$ cat src/rtl/rps_pkg.sv
// Purpose: Shared constants and carriers for the shutdown sequencer
// Assumes: 32-bit AXI4-Lite register bus, 200 MHz aclk
// Notes:   Register byte address is four times the register index

package rps_pkg;

  // ****************************************************************
  // Sizes
  // ****************************************************************
  localparam int NUM_REGS  = 7;
  localparam int ORDER_W   = 3;
  localparam int ADDR_W    = 10;
  localparam int DATA_W    = 32;

  // ****************************************************************
  // Register indices and byte addresses
  // ****************************************************************
  localparam logic [7:0] IDX_BUCK1  = 8'h5F;
  localparam logic [7:0] IDX_BUCK2  = 8'h60;
  localparam logic [7:0] IDX_BUCK3  = 8'h61;
  localparam logic [7:0] IDX_LIN1   = 8'h62;
  localparam logic [7:0] IDX_LIN2   = 8'h63;
  localparam logic [7:0] IDX_LIN3   = 8'h64;
  localparam logic [7:0] IDX_MEMREF = 8'h65;
  localparam logic [7:0] IDX_CTRL   = 8'h6C;
  localparam logic [7:0] IDX_STATUS = 8'h6D;
  localparam logic [7:0] IDX_START  = 8'h6E;

  // Order registers indexed by regulator number
  localparam logic [NUM_REGS-1:0][7:0] ORDER_IDX = {
    IDX_MEMREF, IDX_LIN3, IDX_LIN2, IDX_LIN1,
    IDX_BUCK3, IDX_BUCK2, IDX_BUCK1};

  // ****************************************************************
  // Field positions and reset values
  // ****************************************************************
  localparam int CTRL_SW_SHUTDOWN_BIT = 0;
  localparam int STAT_BUSY_BIT        = 8;
  localparam int STAT_DONE_BIT        = 9;
  localparam int STAT_LOADED_BIT      = 10;
  localparam logic [ORDER_W-1:0]  ORDER_RST  = 3'h0;
  localparam logic [NUM_REGS-1:0] ENABLE_RST = 7'h7F;
  localparam logic [1:0] RESP_OKAY   = 2'h0;
  localparam logic [1:0] RESP_SLVERR = 2'h2;

  // ****************************************************************
  // Timing
  // ****************************************************************
  localparam int CLK_PERIOD_PS = 5000;
  localparam int STEP_TIME_NS  = 1000;
  localparam int STEP_CYCLES   =
    (STEP_TIME_NS * 1000 + CLK_PERIOD_PS - 1) / CLK_PERIOD_PS;
  localparam int STEP_CNT_W    = 9;

  // ****************************************************************
  // Types
  // ****************************************************************
  typedef enum logic [3:0] {
    SEQ_IDLE = 4'b0001,
    SEQ_SCAN = 4'b0010,
    SEQ_WAIT = 4'b0100,
    SEQ_DONE = 4'b1000
  } rps_seq_e;

  typedef logic [NUM_REGS-1:0][ORDER_W-1:0] rps_orders_t;

  typedef struct packed {
    logic              awvalid;
    logic [ADDR_W-1:0] awaddr;
    logic              wvalid;
    logic [DATA_W-1:0] wdata;
    logic [3:0]        wstrb;
    logic              bready;
    logic              arvalid;
    logic [ADDR_W-1:0] araddr;
    logic              rready;
  } rps_axil_req_s;

  typedef struct packed {
    logic              awready;
    logic              wready;
    logic              bvalid;
    logic [1:0]        bresp;
    logic              arready;
    logic              rvalid;
    logic [DATA_W-1:0] rdata;
    logic [1:0]        rresp;
  } rps_axil_rsp_s;

endpackage : rps_pkg

$ cat src/rtl/rps_axil_slave.sv
// Purpose: AXI4-Lite slave front end for the sequencer registers
// Assumes: One write and one read at most in flight
// Notes:   Address and data are taken in either order; response follows

`timescale 1ns/1ps

module rps_axil_slave
  import rps_pkg::*;
(
  // Clock and reset
  input  wire logic              aclk,
  input  wire logic              aresetn,
  // Bus
  input  wire rps_axil_req_s     req,
  output rps_axil_rsp_s          rsp,
  // Register write side
  output logic                   wr_en,
  output logic [ADDR_W-1:0]      wr_addr,
  output logic [DATA_W-1:0]      wr_data,
  output logic [3:0]             wr_strb,
  input  wire logic              wr_ok,
  // Register read side
  output logic [ADDR_W-1:0]      rd_addr,
  input  wire logic [DATA_W-1:0] rd_data,
  input  wire logic              rd_ok
);

  typedef struct packed {
    logic              aw_full;
    logic [ADDR_W-1:0] aw_addr;
    logic              w_full;
    logic [DATA_W-1:0] w_data;
    logic [3:0]        w_strb;
    logic              bvalid;
    logic [1:0]        bresp;
    logic              rvalid;
    logic [DATA_W-1:0] rdata;
    logic [1:0]        rresp;
  } rps_axs_s;

  rps_axs_s st_q;
  rps_axs_s st_d;
  logic     aw_rdy;
  logic     w_rdy;
  logic     ar_rdy;

  // Holding slots close while a response is still pending
  assign aw_rdy  = !st_q.aw_full && !st_q.bvalid;
  assign w_rdy   = !st_q.w_full && !st_q.bvalid;
  assign ar_rdy  = !st_q.rvalid;
  assign wr_en   = st_q.aw_full && st_q.w_full && !st_q.bvalid;
  assign wr_addr = st_q.aw_addr;
  assign wr_data = st_q.w_data;
  assign wr_strb = st_q.w_strb;
  assign rd_addr = req.araddr;

  // Capture channels, perform the write, form the responses
  always_comb begin
    st_d = st_q;
    if (req.awvalid && aw_rdy) begin
      st_d.aw_full = 1'b1;
      st_d.aw_addr = req.awaddr;
    end
    if (req.wvalid && w_rdy) begin
      st_d.w_full = 1'b1;
      st_d.w_data = req.wdata;
      st_d.w_strb = req.wstrb;
    end
    if (wr_en) begin
      st_d.aw_full = 1'b0;
      st_d.w_full  = 1'b0;
      st_d.bvalid  = 1'b1;
      st_d.bresp   = wr_ok ? RESP_OKAY : RESP_SLVERR;
    end else if (st_q.bvalid && req.bready) begin
      st_d.bvalid = 1'b0;
    end
    if (req.arvalid && ar_rdy) begin
      st_d.rvalid = 1'b1;
      st_d.rdata  = rd_data;
      st_d.rresp  = rd_ok ? RESP_OKAY : RESP_SLVERR;
    end else if (st_q.rvalid && req.rready) begin
      st_d.rvalid = 1'b0;
    end
  end

  always_ff @(posedge aclk) begin
    if (!aresetn) begin
      st_q <= '0;
    end else begin
      st_q <= st_d;
    end
  end

  // Response channel outputs
  always_comb begin
    rsp.awready = aw_rdy;
    rsp.wready  = w_rdy;
    rsp.bvalid  = st_q.bvalid;
    rsp.bresp   = st_q.bresp;
    rsp.arready = ar_rdy;
    rsp.rvalid  = st_q.rvalid;
    rsp.rdata   = st_q.rdata;
    rsp.rresp   = st_q.rresp;
  end

endmodule : rps_axil_slave

$ cat src/rtl/rps_sequencer.sv
// Purpose: Regulator shutdown sequencer with host-writable order fields
// Assumes: Fused and test-mode orders are static, on the aclk domain
// Notes:   Step interval is a fixed time, handled by rps_step_timer
//
// Functional notes
// - Seven separate 3-bit shutdown order fields, one per regulator.
// - After reset each shutdown field loads its regulator's startup order (fused, or test source when selected).
// - On shutdown, regulators turn off from highest order value downward.
// - Shutdown is the reverse of startup, using the same order values.
// - Host may rewrite fields while system is on; next shutdown uses them.
// - Startup order comes only from fuses or test source, never host writes.
// - All fields zero skips stepping; every regulator turns off at once.
//
// Local design decision: the AXI4-Lite interface to the registers.

`timescale 1ns/1ps

module rps_sequencer
  import rps_pkg::*;
(
  // Clock and reset
  input  wire logic                aclk,
  input  wire logic                aresetn,
  // Register bus
  input  wire rps_axil_req_s       axil_req,
  output rps_axil_rsp_s            axil_rsp,
  // Startup order sources
  input  wire rps_orders_t         fused_startup_order,
  input  wire rps_orders_t         test_startup_order,
  input  wire logic                test_mode_config_source,
  // System state
  input  wire logic                system_on,
  input  wire logic                shutdown_req,
  input  wire logic                power_up_done,
  // Regulator controls and status
  output logic [NUM_REGS-1:0]      reg_enable,
  output rps_orders_t              startup_order,
  output logic                     seq_busy,
  output logic                     seq_done
);

  // ****************************************************************
  // State
  // ****************************************************************
  typedef struct packed {
    rps_seq_e              seq;
    logic                  load_pend;
    logic                  loaded;
    rps_orders_t           order;
    rps_orders_t           startup;
    rps_orders_t           snap;
    logic [ORDER_W-1:0]    level;
    logic [NUM_REGS-1:0]   enable;
    logic                  sw_trig;
  } rps_seq_s;

  rps_seq_s            st_q;
  rps_seq_s            st_d;

  logic                wr_en;
  logic [ADDR_W-1:0]   wr_addr;
  logic [DATA_W-1:0]   wr_data;
  logic [3:0]          wr_strb;
  logic                wr_ok;
  logic [ADDR_W-1:0]   rd_addr;
  logic [DATA_W-1:0]   rd_data;
  logic                rd_ok;
  logic                tmr_start;
  logic                tmr_busy;
  logic [NUM_REGS-1:0] level_hit;
  logic                all_zero;
  logic                trigger;
  logic                wr_allowed;

  // ****************************************************************
  // Bus front end and step timer
  // ****************************************************************
  rps_axil_slave u_axil (
    .aclk    (aclk),
    .aresetn (aresetn),
    .req     (axil_req),
    .rsp     (axil_rsp),
    .wr_en   (wr_en),
    .wr_addr (wr_addr),
    .wr_data (wr_data),
    .wr_strb (wr_strb),
    .wr_ok   (wr_ok),
    .rd_addr (rd_addr),
    .rd_data (rd_data),
    .rd_ok   (rd_ok)
  );

  rps_step_timer u_tmr (
    .aclk    (aclk),
    .aresetn (aresetn),
    .start   (tmr_start),
    .busy    (tmr_busy)
  );

  // ****************************************************************
  // Per-regulator order compare
  // ****************************************************************
  // Regulators due at the current level share one step
  genvar gi;
  generate
    for (gi = 0; gi < NUM_REGS; gi++) begin : g_hit
      assign level_hit[gi] = (st_q.snap[gi] == st_q.level);
    end
  endgenerate

  // Bypass check looks at the live fields, not a stale snapshot
  assign all_zero = (st_q.order == '0);

  // Pin request or software request, both on aclk already
  assign trigger = shutdown_req || st_q.sw_trig;

  // Order fields are frozen outside system-on and during a shutdown
  assign wr_allowed = system_on && (st_q.seq == SEQ_IDLE)
                      && !st_q.load_pend;

  // ****************************************************************
  // Read decode
  // ****************************************************************
  always_comb begin
    rd_data = '0;
    rd_ok   = 1'b0;
    for (int i = 0; i < NUM_REGS; i++) begin
      if (rd_addr == {ORDER_IDX[i], 2'b00}) begin
        rd_data[ORDER_W-1:0] = st_q.order[i];
        rd_ok = 1'b1;
      end
    end
    if (rd_addr == {IDX_CTRL, 2'b00}) begin
      rd_data[CTRL_SW_SHUTDOWN_BIT] = st_q.sw_trig;
      rd_ok = 1'b1;
    end else if (rd_addr == {IDX_STATUS, 2'b00}) begin
      rd_data[NUM_REGS-1:0]    = st_q.enable;
      rd_data[STAT_BUSY_BIT]   = seq_busy;
      rd_data[STAT_DONE_BIT]   = seq_done;
      rd_data[STAT_LOADED_BIT] = st_q.loaded;
      rd_ok = 1'b1;
    end else if (rd_addr == {IDX_START, 2'b00}) begin
      rd_data[NUM_REGS*ORDER_W-1:0] = st_q.startup;
      rd_ok = 1'b1;
    end
  end

  // Address check for writes; read-only registers answer an error
  always_comb begin
    wr_ok = 1'b0;
    for (int i = 0; i < NUM_REGS; i++) begin
      if (wr_addr == {ORDER_IDX[i], 2'b00}) begin
        wr_ok = 1'b1;
      end
    end
    if (wr_addr == {IDX_CTRL, 2'b00}) begin
      wr_ok = 1'b1;
    end
  end

  // ****************************************************************
  // Next state
  // ****************************************************************
  always_comb begin
    st_d      = st_q;
    tmr_start = 1'b0;

    // Startup-order load (fused or test source) one edge after reset release
    if (st_q.load_pend) begin
      st_d.load_pend = 1'b0;
      st_d.loaded    = 1'b1;
      st_d.startup   = test_mode_config_source ? test_startup_order
                                               : fused_startup_order;
      st_d.order     = st_d.startup;
    end else if (wr_en && wr_allowed && wr_strb[0]) begin
      for (int i = 0; i < NUM_REGS; i++) begin
        if (wr_addr == {ORDER_IDX[i], 2'b00}) begin
          st_d.order[i] = wr_data[ORDER_W-1:0];
        end
      end
    end

    case (st_q.seq)
      SEQ_IDLE: begin
        if (power_up_done) begin
          st_d.enable = ENABLE_RST;
        end
        if (trigger && !st_q.load_pend) begin
          st_d.sw_trig = 1'b0;
          st_d.snap    = st_q.order;
          if (all_zero) begin
            st_d.enable = '0;
            st_d.seq    = SEQ_DONE;
          end else begin
            st_d.level = '1;
            st_d.seq   = SEQ_SCAN;
          end
        end
      end
      SEQ_SCAN: begin
        if (level_hit != '0) begin
          st_d.enable = st_q.enable & ~level_hit;
          tmr_start   = 1'b1;
          st_d.seq    = SEQ_WAIT;
        end else if (st_q.level == '0) begin
          st_d.seq = SEQ_DONE;
        end else begin
          st_d.level = st_q.level - ORDER_W'(1);
        end
      end
      SEQ_WAIT: begin
        // Empty levels are skipped without waiting
        if (!tmr_busy) begin
          if (st_q.level == '0) begin
            st_d.seq = SEQ_DONE;
          end else begin
            st_d.level = st_q.level - ORDER_W'(1);
            st_d.seq   = SEQ_SCAN;
          end
        end
      end
      SEQ_DONE: begin
        // Rearm only when the request has dropped
        if (!shutdown_req) begin
          st_d.seq = SEQ_IDLE;
        end
      end
      default: begin
        st_d.seq = SEQ_IDLE;
      end
    endcase

    // Software request; a fresh write outweighs the clear at sequence start
    if (wr_en && wr_strb[0] && wr_addr == {IDX_CTRL, 2'b00}
        && wr_data[CTRL_SW_SHUTDOWN_BIT] && st_q.seq == SEQ_IDLE) begin
      st_d.sw_trig = 1'b1;
    end
  end

  // ****************************************************************
  // State register
  // ****************************************************************
  always_ff @(posedge aclk) begin
    if (!aresetn) begin
      st_q.seq       <= SEQ_IDLE;
      st_q.load_pend <= 1'b1;
      st_q.loaded    <= 1'b0;
      st_q.order     <= {NUM_REGS{ORDER_RST}};
      st_q.startup   <= {NUM_REGS{ORDER_RST}};
      st_q.snap      <= {NUM_REGS{ORDER_RST}};
      st_q.level     <= '0;
      st_q.enable    <= ENABLE_RST;
      st_q.sw_trig   <= 1'b0;
    end else begin
      st_q <= st_d;
    end
  end

  // ****************************************************************
  // Outputs
  // ****************************************************************
  assign reg_enable    = st_q.enable;
  assign startup_order = st_q.startup;
  assign seq_busy      = (st_q.seq == SEQ_SCAN) || (st_q.seq == SEQ_WAIT);
  assign seq_done      = (st_q.seq == SEQ_DONE);

endmodule : rps_sequencer

$ cat src/rtl/rps_step_timer.sv
// Purpose: Interval timer between shutdown steps
// Assumes: start is a one-cycle pulse from the sequencer
// Notes:   busy is high from the edge after start for STEP_CYCLES cycles

`timescale 1ns/1ps

module rps_step_timer
  import rps_pkg::*;
(
  // Clock and reset
  input  wire logic aclk,
  input  wire logic aresetn,
  // Control
  input  wire logic start,
  output logic      busy
);

  typedef struct packed {
    logic [STEP_CNT_W-1:0] cnt;
  } rps_tmr_s;

  rps_tmr_s st_q;
  rps_tmr_s st_d;

  // Reload on start, otherwise count down to zero
  always_comb begin
    st_d = st_q;
    if (start) begin
      st_d.cnt = STEP_CNT_W'(STEP_CYCLES);
    end else if (st_q.cnt != '0) begin
      st_d.cnt = st_q.cnt - STEP_CNT_W'(1);
    end
  end

  always_ff @(posedge aclk) begin
    if (!aresetn) begin
      st_q <= '0;
    end else begin
      st_q <= st_d;
    end
  end

  assign busy = (st_q.cnt != '0);

endmodule : rps_step_timer
$ cat config.mk
export PLATFORM = sky130hd
export DESIGN_NAME = rps_sequencer
export DESIGN_NICKNAME = d
export VERILOG_FILES = /design/src/rtl/rps_pkg.sv /design/src/rtl/rps_axil_slave.sv /design/src/rtl/rps_sequencer.sv /design/src/rtl/rps_step_timer.sv
export SDC_FILE = /design/constraint.sdc
export NUM_CORES = 1
export LEC_CHECK = 0
export ABC_AREA = 1
export BUFFER_PORTS_ARGS = -buffer_cell sky130_fd_sc_hd__buf_2
export CORE_MARGIN = 10
export CORE_UTILIZATION = 53
export DETAILED_ROUTE_END_ITERATION = 12
export GPL_ROUTABILITY_DRIVEN = 0
export PLACE_DENSITY = 0.85
export REMOVE_ABC_BUFFERS = 1
export SYNTH_ARGS = -nofsm -noshare
export SYNTH_HDL_FRONTEND = slang
export SYNTH_SLANG_ARGS = --single-unit
$ cat constraint.sdc
create_clock -name aclk -period 2.1 [get_ports aclk]
set_clock_uncertainty 0.15 [all_clocks]
set_input_delay 0.63 -clock aclk [delete_from_list [all_inputs] [get_ports aclk]]
set_output_delay 0.63 -clock aclk [all_outputs]
set_load 0.01 [all_outputs]
==> flow_summary.yaml, run 1 <==
final_layout:
  final_util: 0.640
  syn_to_final_growth_pct: 19.0
  nNetsFinal: 1150
  layout-drive-gt1-share: 0.282
  insertedDiodeCount: 0
  finalNonFillerCells: 1222
  fin_area_sq_um: 8040
critical_path:
  rr_startpoint: "st_q[67]$_SDFFE_PN0P_"
  startpoint: "st_q[76]$_SDFFE_PN1P_"
  crit_end: "seq_busy"
  reg2reg_slack_ns: 0.16
  crit_fanout: 2
  required_ns: 1.32
  reg2reg_depth: 8
  r2r_end: "reg_enable[1]$_SDFFE_PN1P_"
  worst_setup_path_end_kind: "output port"
  cp-start-kind: "register"
  path_class: "reg -> out"
  arrival_ns: 1.41
sta:
  fin_ws_ns: -0.0881
  fin_crit_ns: 2.19
  hold_violations: 0
  slew_headroom: 0.622
  whs_ns: 0.308
  setup_viol: 1
  period_share: 1.04
  clock.fmax_ghz: 0.457
  slew_violations: 0
  fin_tns_setup_ns: -0.0881
  rsz0062_at_grt: "yes"
  tightest_slew_ns: 0.565
place:
  dp.cells: 1186
  hpwl_mm: 14.2
  place_area_sq_um: 7410
  io_buffers: 134
  pre_cts_slack_ns: -0.132
route:
  wl_per_cell_um: 15.2
  drt_wl_total_mm: 18.6
  drc: 0
  drt_pass1_iterations: 5
  drtIter0Drc: 454
  final_antenna_net_count: 0
  dr_total_vias: 6526
  vias_per_cell: 5.34
yosys:
  synthSimpleGateAreaFrac: 0.246
  synth_edf_count: 0
  synth_top_area_share: 0.385
  synthCells: 919
  ys_seq_elements: 130
  syn_area_sq_um: 6760
  synthTopCellsByArea: "dfxtp_1 39%, nor2_1 8.8%, buf_4 7.9%"
  synthArstFlopShare: 0
  synth_xor_area_frac: 0.0337
  synth-compound-area-share: 0.187
  synthMuxAreaShare: 0
  synth.distinct_cells: 53
  synth_top_flop_cell: "dfxtp_1"
  post-synth-top-count-cell: "nor2_1"
  synth_top_area_cell: "dfxtp_1"
  synthTopCellsByCount: "159 x nor2_1, 130 x dfxtp_1, 118 x nand2_1"
  synth_top_family_by_area: "simple AND/OR/NAND/NOR gates"
  synth_fa_ha_area_frac: 0.00741
  synth_seq_area_share: 0.385
  synth_warnings: 0
  synth_area_per_cell_sq_um: 7.35
global_routing:
  overflow: 0
  grt_usage: 0.206
  antenna_found_initial: 0
  grt_max_degree: 46
  first_global_vias: 6419
  grt_pass1_wl_mm: 30.2
worst_hold_path:
  holdCritPathClass: "reg -> reg"
clock_tree:
  clk_pin_slew_worst_paths_ns: 0.06
  cts_buffers: 17
  clkSinkCount: 130
  cts_htree_levels: 4
  clkLatencyLatePin_ns: 0.42
  cts_tree: "done"
  max-clock-path-buffers: 2
  root_buffer: "clkbuf_16"
run:
  cap_violations: 0
die:
  die_h_um: 133
  rows: 41
  start_util: 0.538
  die_x_um: 133
  ios: 180
  core-area_sq_um: 12600
  dieArea_sq_um: 17700
power_and_ir_drop:
  p_per_area_nw_per_um2: 1040
  total_power_mw: 8.37
  leakagePower_nw: 3.54
  ir_drop_v: 0.000667
outcome:
  status: "finished with violations"
  violations: "setup timing"
==> worst min-delay path by stage <==
stage,cells after the start,start,end,slack [ns]
after floorplan,2,u_axil.wr_addr[9]$_SDFFE_PN0P_,u_axil.wr_addr[9]$_SDFFE_PN0P_,0.28
after global placement,2,u_axil.wr_addr[9]$_SDFFE_PN0P_,u_axil.wr_addr[9]$_SDFFE_PN0P_,0.29
after detailed placement,2,u_axil.wr_addr[9]$_SDFFE_PN0P_,u_axil.wr_addr[9]$_SDFFE_PN0P_,0.30
after CTS,4,axil_req[12],u_axil.rsp[38]$_SDFFE_PN0P_,0.31
after global routing,3,axil_req[52],u_axil.wr_addr[2]$_SDFFE_PN0P_,0.33
final,2,u_axil.wr_addr[9]$_SDFFE_PN0P_,u_axil.wr_addr[9]$_SDFFE_PN0P_,0.31
==> where the power goes <==
group          internal (mW)  switching (mW)
Combinational          0.989            1.49
Clock                   1.63            1.14
Sequential              2.83           0.286
Total                   5.45            2.92
==> per-layer routing <==
metal / global-route usage / vias to the layer above / wire length (um)
met1: 0.229 / 2982 / 7380
met5: 0 / - / 0
met3: 0.0636 / 50 / 1530
met2: 0.353 / 276 / 9150
met4: 0.0941 / 0 / 576
li1: - / 3218 / -
==> sequential cells by signal (all words and copies together), names as in the netlist <==
register / count
reg_enable: 7
st_q: 52
startup_order: 21
u_axil.rsp: 25
u_axil.st_q: 2
u_axil.wr_addr: 10
u_axil.wr_data: 3
u_axil.wr_strb: 1
u_tmr.st_q: 9
==> critical path: stages (launching register included) <==
cell and delay, ns:
dfxtp_4 0.34, or2_4 0.24, nor3_4 0.18, nor2_4 0.07
inv_2 0.07, buf_6 0.10
==> final cells by class <==
cell class,count,area [sq um]
Clock inverter,15,135
Timing Repair Buffer,188,1130
Inverter,67,251
Multi-Input combinational cell,633,3270
Tap cell,172,215
Clock buffer,17,425
Fill cell,1043,4530
Sequential cell,130,2610
==> cells by family (layout without fill, tap and decap cells) <==
logic type	count (synthesis)	after routing
xor+xnor	26	26
fa+ha+maj	4	4
compound gates	219	219
buf+inv	168	287
flops	130	130
simple gates	371	371
other cells	1	13
==> cells in the final DEF (no fill, tap or decap), drive strengths merged, types with 2 or more instances in the layout <==
master / count
a21oi: 80
a221oi: 2
a311oi: 2
a31oi: 25
a32oi: 7
buf: 188
clkbuf: 17
clkinv: 10
clkinvlp: 2
conb: 13
dfxtp: 130
ha: 4
inv: 69
nand2: 133
nand3: 28
nand4: 9
nor2: 172
nor3: 17
nor4: 8
o211ai: 2
o21a: 2
o21ai: 90
o31ai: 2
or2: 3
xnor2: 24
xor2: 2
==> repair_timing <==
| item | in CTS | in global routing |
|---|---|---|
| endpoints found under the setup margin | 2 | 5 |
| resized for setup | 7 | 3 |
| hold buffers | 0 | 0 |
| setup buffers | 3 | 1 |
| pin swaps | 2 | 1 |
Power figures use the tool's default switching activity.
==> inputs of run 2 (changes only) <==
--- a/config.mk
+++ b/config.mk
@@ -8,10 +8,10 @@
 export ABC_AREA = 1
 export BUFFER_PORTS_ARGS = -buffer_cell sky130_fd_sc_hd__buf_2
 export CORE_MARGIN = 10
-export CORE_UTILIZATION = 53
+export CORE_UTILIZATION = 48
 export DETAILED_ROUTE_END_ITERATION = 12
 export GPL_ROUTABILITY_DRIVEN = 0
-export PLACE_DENSITY = 0.85
+export PLACE_DENSITY = 0.82
 export REMOVE_ABC_BUFFERS = 1
 export SYNTH_ARGS = -nofsm -noshare
 export SYNTH_HDL_FRONTEND = slang
==> constraint.sdc (replaced) <==
create_clock -name aclk -period 1.9 [get_ports aclk]
set_clock_uncertainty 0.15 [all_clocks]
set_input_delay 0.57 -clock aclk [delete_from_list [all_inputs] [get_ports aclk]]
set_output_delay 0.57 -clock aclk [all_outputs]
set_load 0.01 [all_outputs]
==> flow_summary.yaml, run 2 (synthesized netlist as in run 1, its figures left out) <==
worst_hold_path:
  hold_start: "axil_req[58]"
  min_to: "u_axil.wr_addr[8]$_SDFFE_PN0P_"
  whs_path_depth: 3
  holdCritPathClass: "in -> reg"
final_layout:
  insertedDiodeCount: 0
  fill_cells: 1162
  regArea_sq_um: 2610
  regMostFlops: "st_q"
  multiInputGateArea_sq_um: 3350
  final_util: 0.613
  layout_common_cells: "150 x nor2_1, 133 x buf_2, 126 x dfxtp_1"
  mostFrequentLayoutCell: "nor2_1"
  syn_to_final_growth_pct: 25.4
  nNetsFinal: 1186
  layout-drive-gt1-share: 0.322
  largest_register_ffs: 52
critical_path:
  required_ns: 1.18
  reg2reg_depth: 13
  crit_fanout: 2
  crit_slowest_cell: "dfxtp_4"
  r2r_end: "st_q[79]$_SDFFE_PN0P_"
  max_stage_delay_ns: 0.34
  reg2reg_slack_ns: -0.15
  arrival_ns: 1.37
  rr_startpoint: "st_q[76]$_SDFFE_PN1P_"
  worst_setup_path_end_kind: "output port"
  path_cells: "or2_4 > nor3_4 > nor2_2 > inv_2 > buf_6"
  cp-start-kind: "register"
  path_class: "reg -> out"
global_routing:
  antenna_found_initial: 0
  grt_pass1_wl_mm: 31.7
  grt_max_degree: 46
  overflow: 0
  grt_usage: 0.197
  first_global_vias: 6586
die:
  dieArea_sq_um: 19200
  rows: 43
  ios: 180
  core-area_sq_um: 13800
  die_h_um: 139
  die_x_um: 139
  start_util: 0.489
route:
  dr_total_vias: 6642
  vias_per_cell: 5.25
  drc: 0
  final_antenna_net_count: 0
  drt_wl_total_mm: 19.6
  drtIter0Drc: 569
  drt_pass1_iterations: 5
  wl_per_cell_um: 15.4
sta:
  slew_violations: 0
  hold_violations: 0
  fin_ws_ns: -0.189
  slew_headroom: 0.655
  rsz0062_at_grt: "yes"
  setup_viol: 6
  fin_crit_ns: 2.09
  fin_tns_setup_ns: -0.652
  period_share: 1.10
  tightest_slew_ns: 0.512
  clock.fmax_ghz: 0.479
place:
  io_buffers: 134
  pre_cts_slack_ns: -0.260
  hpwl_mm: 14.7
clock_tree:
  max-clock-path-buffers: 2
  clkLatencyLatePin_ns: 0.42
  cts_buffers: 17
  clkSinkCount: 130
  root_buffer: "clkbuf_16"
  cts_htree_levels: 4
  clk_pin_slew_worst_paths_ns: 0.05
  cts_tree: "done"
run:
  cap_violations: 0
power_and_ir_drop:
  ir_drop_v: 0.000617
  p_per_area_nw_per_um2: 1180
  leakagePower_nw: 3.77
outcome:
  status: "finished with violations"
  violations: "setup timing"
[run 2: worst max-delay path: cells and delay by family (launching register included)]
family                 cells  cell delay [ns]
DFF                        1             0.34
and+or+nand+nor            3             0.44
buffers and inverters      2             0.17
[run 2: area by class of cell]
| class | count | area share |
|---|---|---|
| timing repair buffer | 224 | 0.166 |
| tap | 180 | 0.0266 |
| inverter | 67 | 0.0300 |
| sequential | 130 | 0.308 |
| clock buffer | 22 | 0.0560 |
| multi-input combinational | 633 | 0.395 |
| clock inverter | 10 | 0.0183 |
[run 2: power breakdown]
part	switching [mW]	leakage [nW]	total [mW]	internal (mW)
clock network	1.17	0.306	3.45	2.29
logic	1.82	2.39	3.12	1.30
registers	0.302	1.07	3.43	3.13
total	3.29	3.77	10.0	6.72
[run 2: stage by stage]
| stage | std cells | hold WS [ns] | cell area (sq um) | total power [mW] |
|---|---|---|---|---|
| after floorplan | 830 | 0.279 | 6100 | 5.25 |
| after global placement | 1224 | 0.289 | 7650 | 6.22 |
| after detailed placement | 1224 | 0.304 | 7650 | 6.29 |
| after CTS | 1264 | 0.234 | 8380 | 9.86 |
| after global routing | 1266 | 0.271 | 8470 | 10.5 |
| final | 1266 | 0.245 | 8470 | 10.0 |
[run 2: worst max path at each step]
stage                          startpoint                           to  slack, ns  depth (start not counted)
floorplan                    axil_req[11]  u_axil.rsp[10]$_SDFFE_PN0P_      -0.40                          4
global placement              axil_req[2]   u_axil.rsp[3]$_SDFFE_PN0P_      -0.22                         13
detailed placement            axil_req[2]   u_axil.rsp[6]$_SDFFE_PN0P_      -0.26                         10
CTS                 st_q[76]$_SDFFE_PN1P_                     seq_busy      -0.27                          5
global route        st_q[77]$_SDFFE_PN0P_                     seq_busy      -0.24                          5
finish              st_q[76]$_SDFFE_PN1P_                     seq_busy      -0.19                          5
[run 2: routing by layer]
metal  part of all wire  global-route usage  wire length, um
met5                  0                   0                0
met4              0.030              0.0879              587
met3              0.073              0.0572             1430
met2               0.50               0.346             9690
met1               0.40               0.214             7850
[run 2: repair_timing]
item | in CTS | in global routing
buffers inserted | 8 | 2
pin swaps | 4 | 8
resized for setup | 11 | 23
endpoints found under the setup margin | 7 | 23
hold buffers | 0 | 0
hold endpoints to repair | 0 | 0
